$ cat src/rtl/aoms_pkg.sv
package aoms_pkg;

  // Register indices; byte address is four times the index
  localparam logic [5:0] IDX_MODE_CH0  = 6'h38;
  localparam logic [5:0] IDX_MODE_CH1  = 6'h3A;
  localparam logic [5:0] IDX_ADC_STAT  = 6'h04;
  localparam logic [5:0] IDX_CH_DATA0  = 6'h08;
  localparam logic [5:0] IDX_CH_DATA1  = 6'h09;
  localparam logic [5:0] IDX_CH_STAT0  = 6'h0C;
  localparam logic [5:0] IDX_CH_STAT1  = 6'h0D;
  localparam logic [5:0] IDX_ADC_ZS    = 6'h10;
  localparam logic [5:0] IDX_CH_ZS0    = 6'h11;
  localparam logic [5:0] IDX_CH_ZS1    = 6'h12;
  localparam logic [5:0] IDX_CH_FS0    = 6'h13;
  localparam logic [5:0] IDX_CH_FS1    = 6'h14;
  localparam logic [5:0] IDX_IRQ_STAT  = 6'h20;
  localparam logic [5:0] IDX_IRQ_MASK  = 6'h21;
  localparam logic [5:0] IDX_CH_SETUP0 = 6'h28;
  localparam logic [5:0] IDX_CH_SETUP1 = 6'h29;
  localparam logic [5:0] IDX_CONV_T0   = 6'h30;
  localparam logic [5:0] IDX_CONV_T1   = 6'h31;

  // Mode register fields
  localparam int          MODE_FIELD_LSB   = 5;
  localparam int          CLK_OUT_DIS_BIT  = 4;
  localparam logic [7:0]  MODE_RESET       = 8'h00;

  // op_mode_field codes
  localparam logic [2:0] MD_IDLE    = 3'h0;
  localparam logic [2:0] MD_CONT    = 3'h1;
  localparam logic [2:0] MD_SINGLE  = 3'h2;
  localparam logic [2:0] MD_STANDBY = 3'h3;
  localparam logic [2:0] MD_SELF_ZS = 3'h4;
  localparam logic [2:0] MD_RSVD    = 3'h5;
  localparam logic [2:0] MD_SYS_ZS  = 3'h6;
  localparam logic [2:0] MD_SYS_FS  = 3'h7;

  // Setup and timing
  localparam int          SETUP_EN_BIT    = 0;
  localparam logic [7:0]  SETUP_RESET     = 8'h01;
  localparam logic [15:0] CONV_T_RESET    = 16'h0010;

  // Interrupt status bit positions
  localparam int IRQ_CONV_BIT = 0;
  localparam int IRQ_CAL_BIT  = 1;

  localparam int NUM_CH = 2;

  typedef enum logic [1:0] {
    AOMS_IDLE,
    AOMS_CONV,
    AOMS_CAL,
    AOMS_STANDBY
  } aoms_state_t;

endpackage

$ cat src/rtl/aoms_sequencer.sv
`timescale 1ns/1ns
// Overview of operation
// Decode three-bit mode field into eight modes
// Reset enters idle with mode field zero
// Calibration or single conversion self-returns to idle
// Continuous: convert channel, update, flag, advance
// Continuous cycling continues until mode change/reset
// Cycle period sums enabled channels' conversion times
// Single done: update result, flag, ready low
// Single conversion ignores channel enable bit
// Standby powers converter down, bus stays live
// Clock output governed only by disable bit
// Self zero-scale writes converter calibration register
// Calibration end sets both ready flags, ready low
// System zero-scale stores channel zero-scale register
// System full-scale stores channel full-scale register
// Mode write clears status, ready high, restarts
// Index bit one selects channel; reads lower
// Reserved mode code behaves like idle
module aoms_sequencer (
  input  wire logic        clk_i,
  input  wire logic        rst_i,
  input  wire logic        cyc_i,
  input  wire logic        stb_i,
  input  wire logic        we_i,
  input  wire logic [7:0]  adr_i,
  input  wire logic [3:0]  sel_i,
  input  wire logic [31:0] dat_i,
  output logic      [31:0] dat_o,
  output logic             ack_o,
  output logic             irq_o,
  input  wire logic        mclk_i,
  input  wire logic [23:0] adc_sample_i,
  output logic             ready_n_o,
  output logic             afe_power_down_o,
  output logic             master_clock_output_o,
  output logic             master_clock_output_oe_n_o
);

  logic [7:0]  mode;
  logic        cur_ch;
  logic [2:0]  op_mode_field;
  logic        clock_out_disable;
  aoms_pkg::aoms_state_t state;

  logic [15:0] cnt;
  logic [15:0] conv_t [aoms_pkg::NUM_CH];
  logic [7:0]  setup  [aoms_pkg::NUM_CH];
  logic [23:0] data   [aoms_pkg::NUM_CH];
  logic [7:0]  ch_stat[aoms_pkg::NUM_CH];
  logic [23:0] ch_zs  [aoms_pkg::NUM_CH];
  logic [23:0] ch_fs  [aoms_pkg::NUM_CH];
  logic [23:0] adc_zs;
  logic [aoms_pkg::NUM_CH-1:0] ready;
  logic [1:0]  irq_stat;
  logic [1:0]  irq_mask;

  logic        mclk_s1;
  logic        mclk_s2;
  logic        mclk_s3;
  logic [23:0] smp_s1;
  logic [23:0] smp_s2;
  logic [23:0] smp_s3;
  logic [23:0] smp_held;

  logic [5:0]  idx;
  logic        bus_req;
  logic        wr_acc;
  logic        rd_acc;
  logic        mode_wr;
  logic        mclk_edge;
  logic [15:0] ct_eff;
  logic        done;
  logic        conv_done;
  logic        cal_done;
  logic        next_ch;
  logic [31:0] next_dat;

  assign op_mode_field     = mode[aoms_pkg::MODE_FIELD_LSB +: 3];
  assign clock_out_disable = mode[aoms_pkg::CLK_OUT_DIS_BIT];
  assign idx       = adr_i[7:2];
  assign bus_req   = cyc_i && stb_i && !ack_o;
  assign wr_acc    = bus_req && we_i;
  assign rd_acc    = bus_req && !we_i;
  assign mode_wr   = wr_acc && sel_i[0] &&
                     (idx == aoms_pkg::IDX_MODE_CH0 || idx == aoms_pkg::IDX_MODE_CH1);
  assign mclk_edge = mclk_s2 && !mclk_s3;
  assign ct_eff    = (conv_t[cur_ch] == 16'h0000) ? 16'h0001 : conv_t[cur_ch];
  // Each operation lasts the selected channel's conversion time
  assign done      = mclk_edge && !mode_wr && ({1'b0, cnt} + 17'h00001 >= {1'b0, ct_eff});
  assign conv_done = done && state == aoms_pkg::AOMS_CONV;
  assign cal_done  = done && state == aoms_pkg::AOMS_CAL;
  // Other channel if enabled, else stay on the current one
  assign next_ch   = setup[~cur_ch][aoms_pkg::SETUP_EN_BIT] ? ~cur_ch : cur_ch;

  function automatic logic [31:0] merge(input logic [31:0] old, input logic [31:0] nw,
                                        input logic [3:0] sel);
    logic [31:0] r;
    r = old;
    for (int b = 0; b < 4; b++) begin
      if (sel[b]) begin
        r[8*b +: 8] = nw[8*b +: 8];
      end
    end
    return r;
  endfunction

  // Link clock and converter data cross in two flops
  always_ff @(posedge clk_i) begin
    if (rst_i) begin
      mclk_s1 <= 1'b0;
      mclk_s2 <= 1'b0;
      mclk_s3 <= 1'b0;
      smp_s1  <= 24'h000000;
      smp_s2  <= 24'h000000;
    end else begin
      mclk_s1 <= mclk_i;
      mclk_s2 <= mclk_s1;
      mclk_s3 <= mclk_s2;
      smp_s1  <= adc_sample_i;
      smp_s2  <= smp_s1;
    end
  end

  // Converter word is taken only once two synchronised samples agree
  always_ff @(posedge clk_i) begin
    if (rst_i) begin
      smp_s3   <= 24'h000000;
      smp_held <= 24'h000000;
    end else begin
      smp_s3 <= smp_s2;
      if (smp_s2 == smp_s3) begin
        smp_held <= smp_s2;
      end
    end
  end

  // Bus handshake: ack one cycle after request
  always_ff @(posedge clk_i) begin
    if (rst_i) begin
      ack_o <= 1'b0;
    end else begin
      ack_o <= bus_req;
    end
  end

  always_comb begin
    next_dat = 32'h00000000;
    unique case (idx)
      aoms_pkg::IDX_MODE_CH0:  next_dat = {24'h000000, mode};
      aoms_pkg::IDX_ADC_STAT:  next_dat = {30'h00000000, ready};
      aoms_pkg::IDX_CH_DATA0:  next_dat = {8'h00, data[0]};
      aoms_pkg::IDX_CH_DATA1:  next_dat = {8'h00, data[1]};
      aoms_pkg::IDX_CH_STAT0:  next_dat = {24'h000000, ch_stat[0]};
      aoms_pkg::IDX_CH_STAT1:  next_dat = {24'h000000, ch_stat[1]};
      aoms_pkg::IDX_ADC_ZS:    next_dat = {8'h00, adc_zs};
      aoms_pkg::IDX_CH_ZS0:    next_dat = {8'h00, ch_zs[0]};
      aoms_pkg::IDX_CH_ZS1:    next_dat = {8'h00, ch_zs[1]};
      aoms_pkg::IDX_CH_FS0:    next_dat = {8'h00, ch_fs[0]};
      aoms_pkg::IDX_CH_FS1:    next_dat = {8'h00, ch_fs[1]};
      aoms_pkg::IDX_IRQ_STAT:  next_dat = {30'h00000000, irq_stat};
      aoms_pkg::IDX_IRQ_MASK:  next_dat = {30'h00000000, irq_mask};
      aoms_pkg::IDX_CH_SETUP0: next_dat = {24'h000000, setup[0]};
      aoms_pkg::IDX_CH_SETUP1: next_dat = {24'h000000, setup[1]};
      aoms_pkg::IDX_CONV_T0:   next_dat = {16'h0000, conv_t[0]};
      aoms_pkg::IDX_CONV_T1:   next_dat = {16'h0000, conv_t[1]};
      default:                 next_dat = 32'h00000000;
    endcase
  end

  always_ff @(posedge clk_i) begin
    if (rst_i) begin
      dat_o <= 32'h00000000;
    end else if (rd_acc) begin
      dat_o <= next_dat;
    end
  end

  // Software settings
  always_ff @(posedge clk_i) begin
    if (rst_i) begin
      irq_mask <= 2'h0;
      for (int c = 0; c < aoms_pkg::NUM_CH; c++) begin
        setup[c]  <= aoms_pkg::SETUP_RESET;
        conv_t[c] <= aoms_pkg::CONV_T_RESET;
      end
    end else if (wr_acc) begin
      unique case (idx)
        aoms_pkg::IDX_IRQ_MASK:  irq_mask  <= sel_i[0] ? dat_i[1:0] : irq_mask;
        aoms_pkg::IDX_CH_SETUP0: setup[0]  <= sel_i[0] ? dat_i[7:0] : setup[0];
        aoms_pkg::IDX_CH_SETUP1: setup[1]  <= sel_i[0] ? dat_i[7:0] : setup[1];
        aoms_pkg::IDX_CONV_T0:   conv_t[0] <= 16'(merge({16'h0000, conv_t[0]}, dat_i, sel_i));
        aoms_pkg::IDX_CONV_T1:   conv_t[1] <= 16'(merge({16'h0000, conv_t[1]}, dat_i, sel_i));
        default: ;
      endcase
    end
  end

  // Mode register and sequencer state
  always_ff @(posedge clk_i) begin
    if (rst_i) begin
      mode   <= aoms_pkg::MODE_RESET;
      cur_ch <= 1'b0;
      state  <= aoms_pkg::AOMS_IDLE;
      cnt    <= 16'h0000;
    end else if (mode_wr) begin
      mode   <= dat_i[7:0];
      cur_ch <= idx[1];
      cnt    <= 16'h0000;
      unique case (dat_i[aoms_pkg::MODE_FIELD_LSB +: 3])
        aoms_pkg::MD_CONT, aoms_pkg::MD_SINGLE: state <= aoms_pkg::AOMS_CONV;
        aoms_pkg::MD_STANDBY: state <= aoms_pkg::AOMS_STANDBY;
        aoms_pkg::MD_SELF_ZS, aoms_pkg::MD_SYS_ZS, aoms_pkg::MD_SYS_FS:
          state <= aoms_pkg::AOMS_CAL;
        aoms_pkg::MD_IDLE, aoms_pkg::MD_RSVD: state <= aoms_pkg::AOMS_IDLE;
      endcase
    end else if (done && (state == aoms_pkg::AOMS_CONV || state == aoms_pkg::AOMS_CAL)) begin
      cnt <= 16'h0000;
      if (state == aoms_pkg::AOMS_CONV && op_mode_field == aoms_pkg::MD_CONT) begin
        cur_ch <= next_ch;
      end else begin
        mode[aoms_pkg::MODE_FIELD_LSB +: 3] <= aoms_pkg::MD_IDLE;
        state <= aoms_pkg::AOMS_IDLE;
      end
    end else if (mclk_edge && (state == aoms_pkg::AOMS_CONV || state == aoms_pkg::AOMS_CAL)) begin
      cnt <= cnt + 16'h0001;
    end
  end

  // Results and calibration coefficients
  always_ff @(posedge clk_i) begin
    if (rst_i) begin
      adc_zs <= 24'h000000;
      for (int c = 0; c < aoms_pkg::NUM_CH; c++) begin
        data[c]    <= 24'h000000;
        ch_stat[c] <= 8'h00;
        ch_zs[c]   <= 24'h000000;
        ch_fs[c]   <= 24'h000000;
      end
    end else if (conv_done) begin
      data[cur_ch]    <= smp_held;
      ch_stat[cur_ch] <= {op_mode_field, 4'h0, cur_ch};
    end else if (cal_done) begin
      unique case (op_mode_field)
        aoms_pkg::MD_SELF_ZS: adc_zs        <= smp_held;
        aoms_pkg::MD_SYS_ZS:  ch_zs[cur_ch] <= smp_held;
        aoms_pkg::MD_SYS_FS:  ch_fs[cur_ch] <= smp_held;
        default: ;
      endcase
    end
  end

  // Per-channel ready flags; a new result beats a clearing read
  generate
    for (genvar c = 0; c < aoms_pkg::NUM_CH; c++) begin : g_rdy
      logic data_rd;
      assign data_rd = rd_acc && idx == (c == 0 ? aoms_pkg::IDX_CH_DATA0 : aoms_pkg::IDX_CH_DATA1);
      always_ff @(posedge clk_i) begin
        if (rst_i) begin
          ready[c] <= 1'b0;
        end else if ((conv_done && cur_ch == c) || cal_done) begin
          ready[c] <= 1'b1;
        end else if (mode_wr || data_rd) begin
          ready[c] <= 1'b0;
        end
      end
    end
  endgenerate

  // Sticky events, cleared by reading, set wins
  always_ff @(posedge clk_i) begin
    if (rst_i) begin
      irq_stat <= 2'h0;
    end else begin
      for (int b = 0; b < 2; b++) begin
        if ((b == aoms_pkg::IRQ_CONV_BIT && conv_done) || (b == aoms_pkg::IRQ_CAL_BIT && cal_done)) begin
          irq_stat[b] <= 1'b1;
        end else if (rd_acc && idx == aoms_pkg::IDX_IRQ_STAT) begin
          irq_stat[b] <= 1'b0;
        end
      end
    end
  end

  // Pin outputs
  always_ff @(posedge clk_i) begin
    if (rst_i) begin
      irq_o                      <= 1'b0;
      ready_n_o                  <= 1'b1;
      afe_power_down_o           <= 1'b0;
      master_clock_output_o      <= 1'b0;
      master_clock_output_oe_n_o <= 1'b0;
    end else begin
      irq_o                      <= |(irq_stat & irq_mask);
      ready_n_o                  <= ~|ready;
      afe_power_down_o           <= state == aoms_pkg::AOMS_STANDBY;
      master_clock_output_o      <= mclk_s2;
      master_clock_output_oe_n_o <= clock_out_disable;
    end
  end

endmodule

$ cat config.mk
export PLATFORM = sky130hd
export DESIGN_NAME = aoms_sequencer
export DESIGN_NICKNAME = d
export VERILOG_FILES = /design/src/rtl/aoms_pkg.sv /design/src/rtl/aoms_sequencer.sv
export SDC_FILE = /design/constraint.sdc
export NUM_CORES = 1
export LEC_CHECK = 0
export BUFFER_PORTS_ARGS = -buffer_cell sky130_fd_sc_hd__buf_2
export CORE_ASPECT_RATIO = 0.6
export CORE_MARGIN = 2
export CORE_UTILIZATION = 45
export CTS_CLUSTER_DIAMETER = 60
export DETAILED_ROUTE_END_ITERATION = 12
export PLACE_DENSITY = 0.69
export SYNTH_ARGS = -nofsm -noshare
export SYNTH_HDL_FRONTEND = slang
export SYNTH_SLANG_ARGS = --single-unit
export TNS_END_PERCENT = 5
$ cat constraint.sdc
create_clock -name clk_i -period 7.95 [get_ports clk_i]
set_input_delay 1.1925 -clock clk_i [delete_from_list [all_inputs] [get_ports clk_i]]
set_output_delay 1.1925 -clock clk_i [all_outputs]
set_load 0.005 [all_outputs]
Yosys cells after proc, flatten, opt, wreduce, memory -nomap -nowiden
Memories as Yosys holds them, arrays and structs flattened. A register that Yosys moved wholly into a read port is not among the register bits.
Index checks and enable logic that the tools add are counted.
{"block": "op_classes", "n_bitwise": 7, "div": 0, "shifts": 0, "n_lt_le_gt_ge": 1, "addsub": 2, "eq_ne": 27, "n_reduce_logical": 49, "muxes": 86, "mul": 0}
{"operator": "$pmux 24 s17", "count": 1}
{"operator": "$mux 8", "count": 20}
{"operator": "$mux 24", "count": 3}
{"operator": "$reduce_or 24->1", "count": 3}
{"operator": "$mux 1", "count": 52}
{"operator": "$eq 6x6->1 const B", "count": 8}
{"operator": "$mux 16", "count": 3}
{"operator": "$eq 6x5->1 const B", "count": 5}
{"operator": "$eq 24x24->1", "count": 1}
{"operator": "$eq 6x4->1 const B", "count": 4}
{"operator": "$logic_and 1x1->1", "count": 19}
{"operator": "$add 16x1->17 const B", "count": 1}
{"operator": "$ge 17x16->1", "count": 1}
{"operator": "$add 16x1->16 const B", "count": 1}
{"operator": "$logic_not 16->1", "count": 1}
{"operator": "$reduce_bool 2->1", "count": 7}
{"operator": "$eq 3x3->1 const B", "count": 3}
{"operator": "$mux 3", "count": 3}
{"operator": "$reduce_and 3->1", "count": 3}
{"operator": "$eq 6x3->1 const B", "count": 1}
{"operator": "$logic_or 1x1->1", "count": 6}
{"operator": "$mux 2", "count": 3}
{"operator": "$logic_not 1->1", "count": 5}
{"operator": "$eq 2x2->1 const B", "count": 2}
{"operator": "11 further kinds", "count": 16}
{"block": "word_totals", "regBits": 193, "mem_count": 7, "mem_bits_rw": 200, "rom_bits": 16, "wordCells": 203, "latchBits": 0}
{"name": "ch_fs", "words": 2, "word_bits": 24, "read_ports": 2, "rd_ports_with_merged_regs": 0, "wr": 2, "line": "aoms_sequencer.sv:52", "rtl": "logic [23:0] ch_fs [aoms_pkg::NUM_CH];"}
{"name": "ch_zs", "words": 2, "word_bits": 24, "read_ports": 2, "rd_ports_with_merged_regs": 0, "wr": 2, "line": "aoms_sequencer.sv:51", "rtl": "logic [23:0] ch_zs [aoms_pkg::NUM_CH];"}
{"name": "data", "words": 2, "word_bits": 24, "read_ports": 2, "rd_ports_with_merged_regs": 0, "wr": 2, "line": "aoms_sequencer.sv:49", "rtl": "logic [23:0] data [aoms_pkg::NUM_CH];"}
{"name": "conv_t", "words": 2, "word_bits": 16, "read_ports": 3, "rd_ports_with_merged_regs": 1, "wr": 2, "line": "aoms_sequencer.sv:47", "rtl": "logic [15:0] conv_t [aoms_pkg::NUM_CH];"}
{"name": "(name not given)", "words": 8, "word_bits": 2, "read_ports": 1, "rd_ports_with_merged_regs": 0, "wr": 0, "line": "aoms_sequencer.sv:210", "rtl": "unique case (dat_i[aoms_pkg::MODE_FIELD_LSB +: 3])"}
{"name": "setup", "words": 2, "word_bits": 8, "read_ports": 3, "rd_ports_with_merged_regs": 0, "wr": 2, "line": "aoms_sequencer.sv:48", "rtl": "logic [7:0] setup [aoms_pkg::NUM_CH];"}
{"name": "+1 memories"}

Longest topological paths before layout
{"block": "logic_depth", "depth_word": 15, "depth_mapped": 16}

Worst setup path before layout
Ideal clock, no wire load.
{"block": "synth_path", "kind": "flip-flop to flip-flop", "start": "register (tool-made name)", "end": "memory ch_stat[1][0] (netlist name) (enable)", "synth_period_minus_slack_ns": 4.786, "n_path_buf": 5, "path_slack_ns": 3.164, "t_arrival_ns": 4.334, "setup_time_ns": 0.452, "path_stages_with_launch": 17, "cell_sequence": "dfxtp_1 > clkbuf_1 > clkbuf_1 > mux2i_1 > nand4_1 > or4_1 > nand2_1 > ha_1 > nor2b_1 > o21ai_0 > o21a_1 > or4_4 > buf_6 > buf_6 > nand4_1 > buf_2 > nand2_1"}
{"item": "end: declaration", "line": "aoms_sequencer.sv:50", "rtl": "logic [7:0] ch_stat[aoms_pkg::NUM_CH];"}

==> run metrics <==
post-CTS resize count=0; first-pass GRT wire length=64740 um; largest area contributor in the netlist=edfxtp_1; Sw Share=22.28%; WS Path Type=reg -> reg; Synth top area share=37.75%; fmax=0.1826 GHz; # Post-CTS Setup Buffers=0; Hold Crit Start=smp_s1[15]; die area=36920 sq um; Tcrit/Tclk final=68.90%; register share of total power=54.4%; Hold Crit Depth=1; residual DRC count=0; row count=53; YS warnings=0; Reg2Reg Depth=12; R2R setup slack=2.47 ns; Synth Area per Inst=11.34 sq um; TritonCTS clock tree=done; Num CTS Buffers=35; crit path capture type=register; total global routing overflow=0; GR Util All Layers=23.22%; total number of vias=11290; Slew @ Worst Pin=1.280 ns; Synth-to-Final Area Change=12.22%; required time of the critical path=7.93 ns; Final Max Slew Viols=0; Setup WS post-layout=2.473 ns; Setup violations, final=0; Max VDD drop=156.9 uV; first drt pass iteration count=6; PortBufs=83; core area=34950 sq um; Min Clock Period, post-route=5.477 ns; sequential area share after synthesis=61.16%; Initial Utilization=45.52%; clk sink count=386; layout cells sized above 1=13.57%; Post-synth ARST share=0%; Data arrival, critical path=5.46 ns; Synth cell types=60; Slew HR=13.87%; post-synthesis cell area=15910 sq um; Net Sw Power=0.8890 mW; Iteration-0 DRC Markers=1317; fin nets=1556; Die X=246.7 um; vias in the first global route=11060; crit-path max FO=25; I/O Pins=112; worst skew pair latency=0.54 ns; combinational share of power=4.1%; DRT antenna net count=0; final WL=42500 um; DR WL/cell=21.70 um; Power Density=223.5 nW/um^2; RSZ-0062 raised after global routing=false; hold_ws=0.4344 ns; Final Hold Fails=0; vias per cell=5.765; Cells after Synth=1403; CTS Root Cell=clkbuf_16; Max-Cap Viols=0; P_leak=6.512 nW; clock share of power=41.5%; Max Buffers Root-to-Sink=3; DP HPWL=27980 um; Layout fillers=3070; startpoint types=register; Int Power=3.100 mW; Synth area leaders=edfxtp_1 (38%), dfxtp_1 (23%), mux2i_1 (5.3%); Yosys reg bits=386; hold endpoint=smp_s2[15]; clk_skew=0.01488 ns; antenna violations before repair=3; Die Y=149.6 um; Hold-fix buffers, CTS=0; HP Class=reg -> reg; Setup TNS=0 ns; Most used DFF post-synth=edfxtp_1; routability cong.=0.9024; pin count of the biggest net entering global routing=102; outcome=complete, no violations; EDFF count, synth=200; reg2reg end=ch_zs[1][5]; Worst-path clk slew=0.07 ns; Place WS=2.574 ns; H-tree depth=2
[layout by cell type, fill, tap and decap left out, types with 7 or more instances in the layout]
cell,n
nor4_1,9
conb_1,9
o21ai_0,30
and2_1,28
nor2_1,203
edfxtp_1,200
and3_1,8
ha_1,20
a221oi_1,13
nand3_1,41
buf_4,28
nand4_1,23
a21oi_1,43
buf_2,82
dfxtp_1,186
clkinv_2,8
mux2_2,18
a222oi_1,12
nand2_1,100
clkbuf_16,36
clkbuf_1,7
a31oi_1,8
xnor2_1,15
a22oi_1,63
nor2b_1,87
xor2_1,22
nor3_1,9
mux2i_1,85
[per-layer routing]
metal  vias to the layer above  track usage [%]  wire length (um)  part of all wire (%)
li1                       5154                -                 -                     -
met2                       593            35.52             18650                    44
met5                         -                0                 0                     0
met3                        75            6.331              4839                    11
met1                      5471            32.48             18040                    42
met4                         0            6.476               971                   2.3
[cells in the mapped netlist (all sizes together), types with 30 or more instances]
| cell type | n |
|---|---|
| clkbuf | 63 |
| o21ai | 30 |
| nand2 | 101 |
| edfxtp | 200 |
| a22oi | 63 |
| nor2b | 87 |
| nand3 | 42 |
| dfxtp | 186 |
| nor2 | 204 |
| mux2i | 85 |
| buf | 33 |
| a21oi | 43 |
[stage by stage]
stage / cell area (sq um) / util [%] / cells / power, mW
after floorplan: 15940 / - / 1411 / 2.305
after global placement: 16730 / 47.89 / 1892 / 2.372
after detailed placement: 16730 / 47.89 / 1892 / 2.377
after CTS: 17840 / 51.06 / 1956 / 4.013
after global routing: 17850 / 51.08 / 1959 / 4.113
final: 17850 / 51.08 / 1959 / 3.989
[worst max path at each step]
stage	slack (ns)	end	cells after the start
2_1_floorplan	3.16	ch_stat[1][0]	16
3_3_place_gp	2.62	ch_zs[1][1]	12
3_5_place_dp	2.57	data[1][12]	13
4_1_cts	2.55	data[1][11]	13
5_1_grt	2.25	ch_zs[1][5]	12
6_report	2.47	ch_zs[1][5]	12
[critical path, stage by stage (launching register included)]
cell	delay [ns]
dfxtp_1	0.99
mux2i_1	0.47
nand4_1	0.18
or4_1	0.55
nand2_1	0.08
ha_1	0.23
nor2b_1	0.11
o21ai_0	0.09
o21a_1	0.20
or4_4	0.71
nand3_1	0.13
buf_4	0.33
nand2_1	0.79
[cell families (layout without fill, tap and decap cells)]
family                   after synthesis  count (layout)  share of synthesized area, %
adder cells (fa/ha/maj)               20              20                         1.573
buffers and inverters                103             181                         2.871
flip-flops                           386             386                         61.16
XOR/XNOR                              37              37                         2.037
AND/OR/NAND/NOR                      554             554                         17.05
other                                  1              12                       0.02357
AO/OA/AOI/OAI                        199             199                         8.660
multiplexers                         103             103                         6.623
[registers in the layout, indices dropped and copies added, names as in the netlist, 8 cells and up, named ones only]
register  cells
ch_fs        48
ch_zs        48
data         48
conv_t       32
adc_zs       24
dat_o        24
smp_held     24
smp_s1       24
smp_s2       24
smp_s3       24
cnt          16
setup        16
ch_stat       8
mode          8
[power by group through the flow]
stage,combinational (mW),clock [mW],sequential (mW)
finish,0.162,1.65,2.17
global route,0.178,1.76,2.18
CTS,0.163,1.68,2.17
detailed placement,0.162,0,2.22
global placement,0.158,0,2.21
floorplan,0.0991,0,2.21
[layout make-up]
class                      instances  area, sq um  area share (%)
sequential                       386         9729           54.50
multi-input combinational        922         5774           32.35
clock buffer                      49         1010           5.656
timing repair buffer             110        620.6           3.476
tap                              467        584.3           3.273
clock inverter                    15        100.1          0.5607
inverter                           7        26.28          0.1472
antenna                            3        7.507         0.04205
Note: power is estimated with default switching activity, not from simulation.
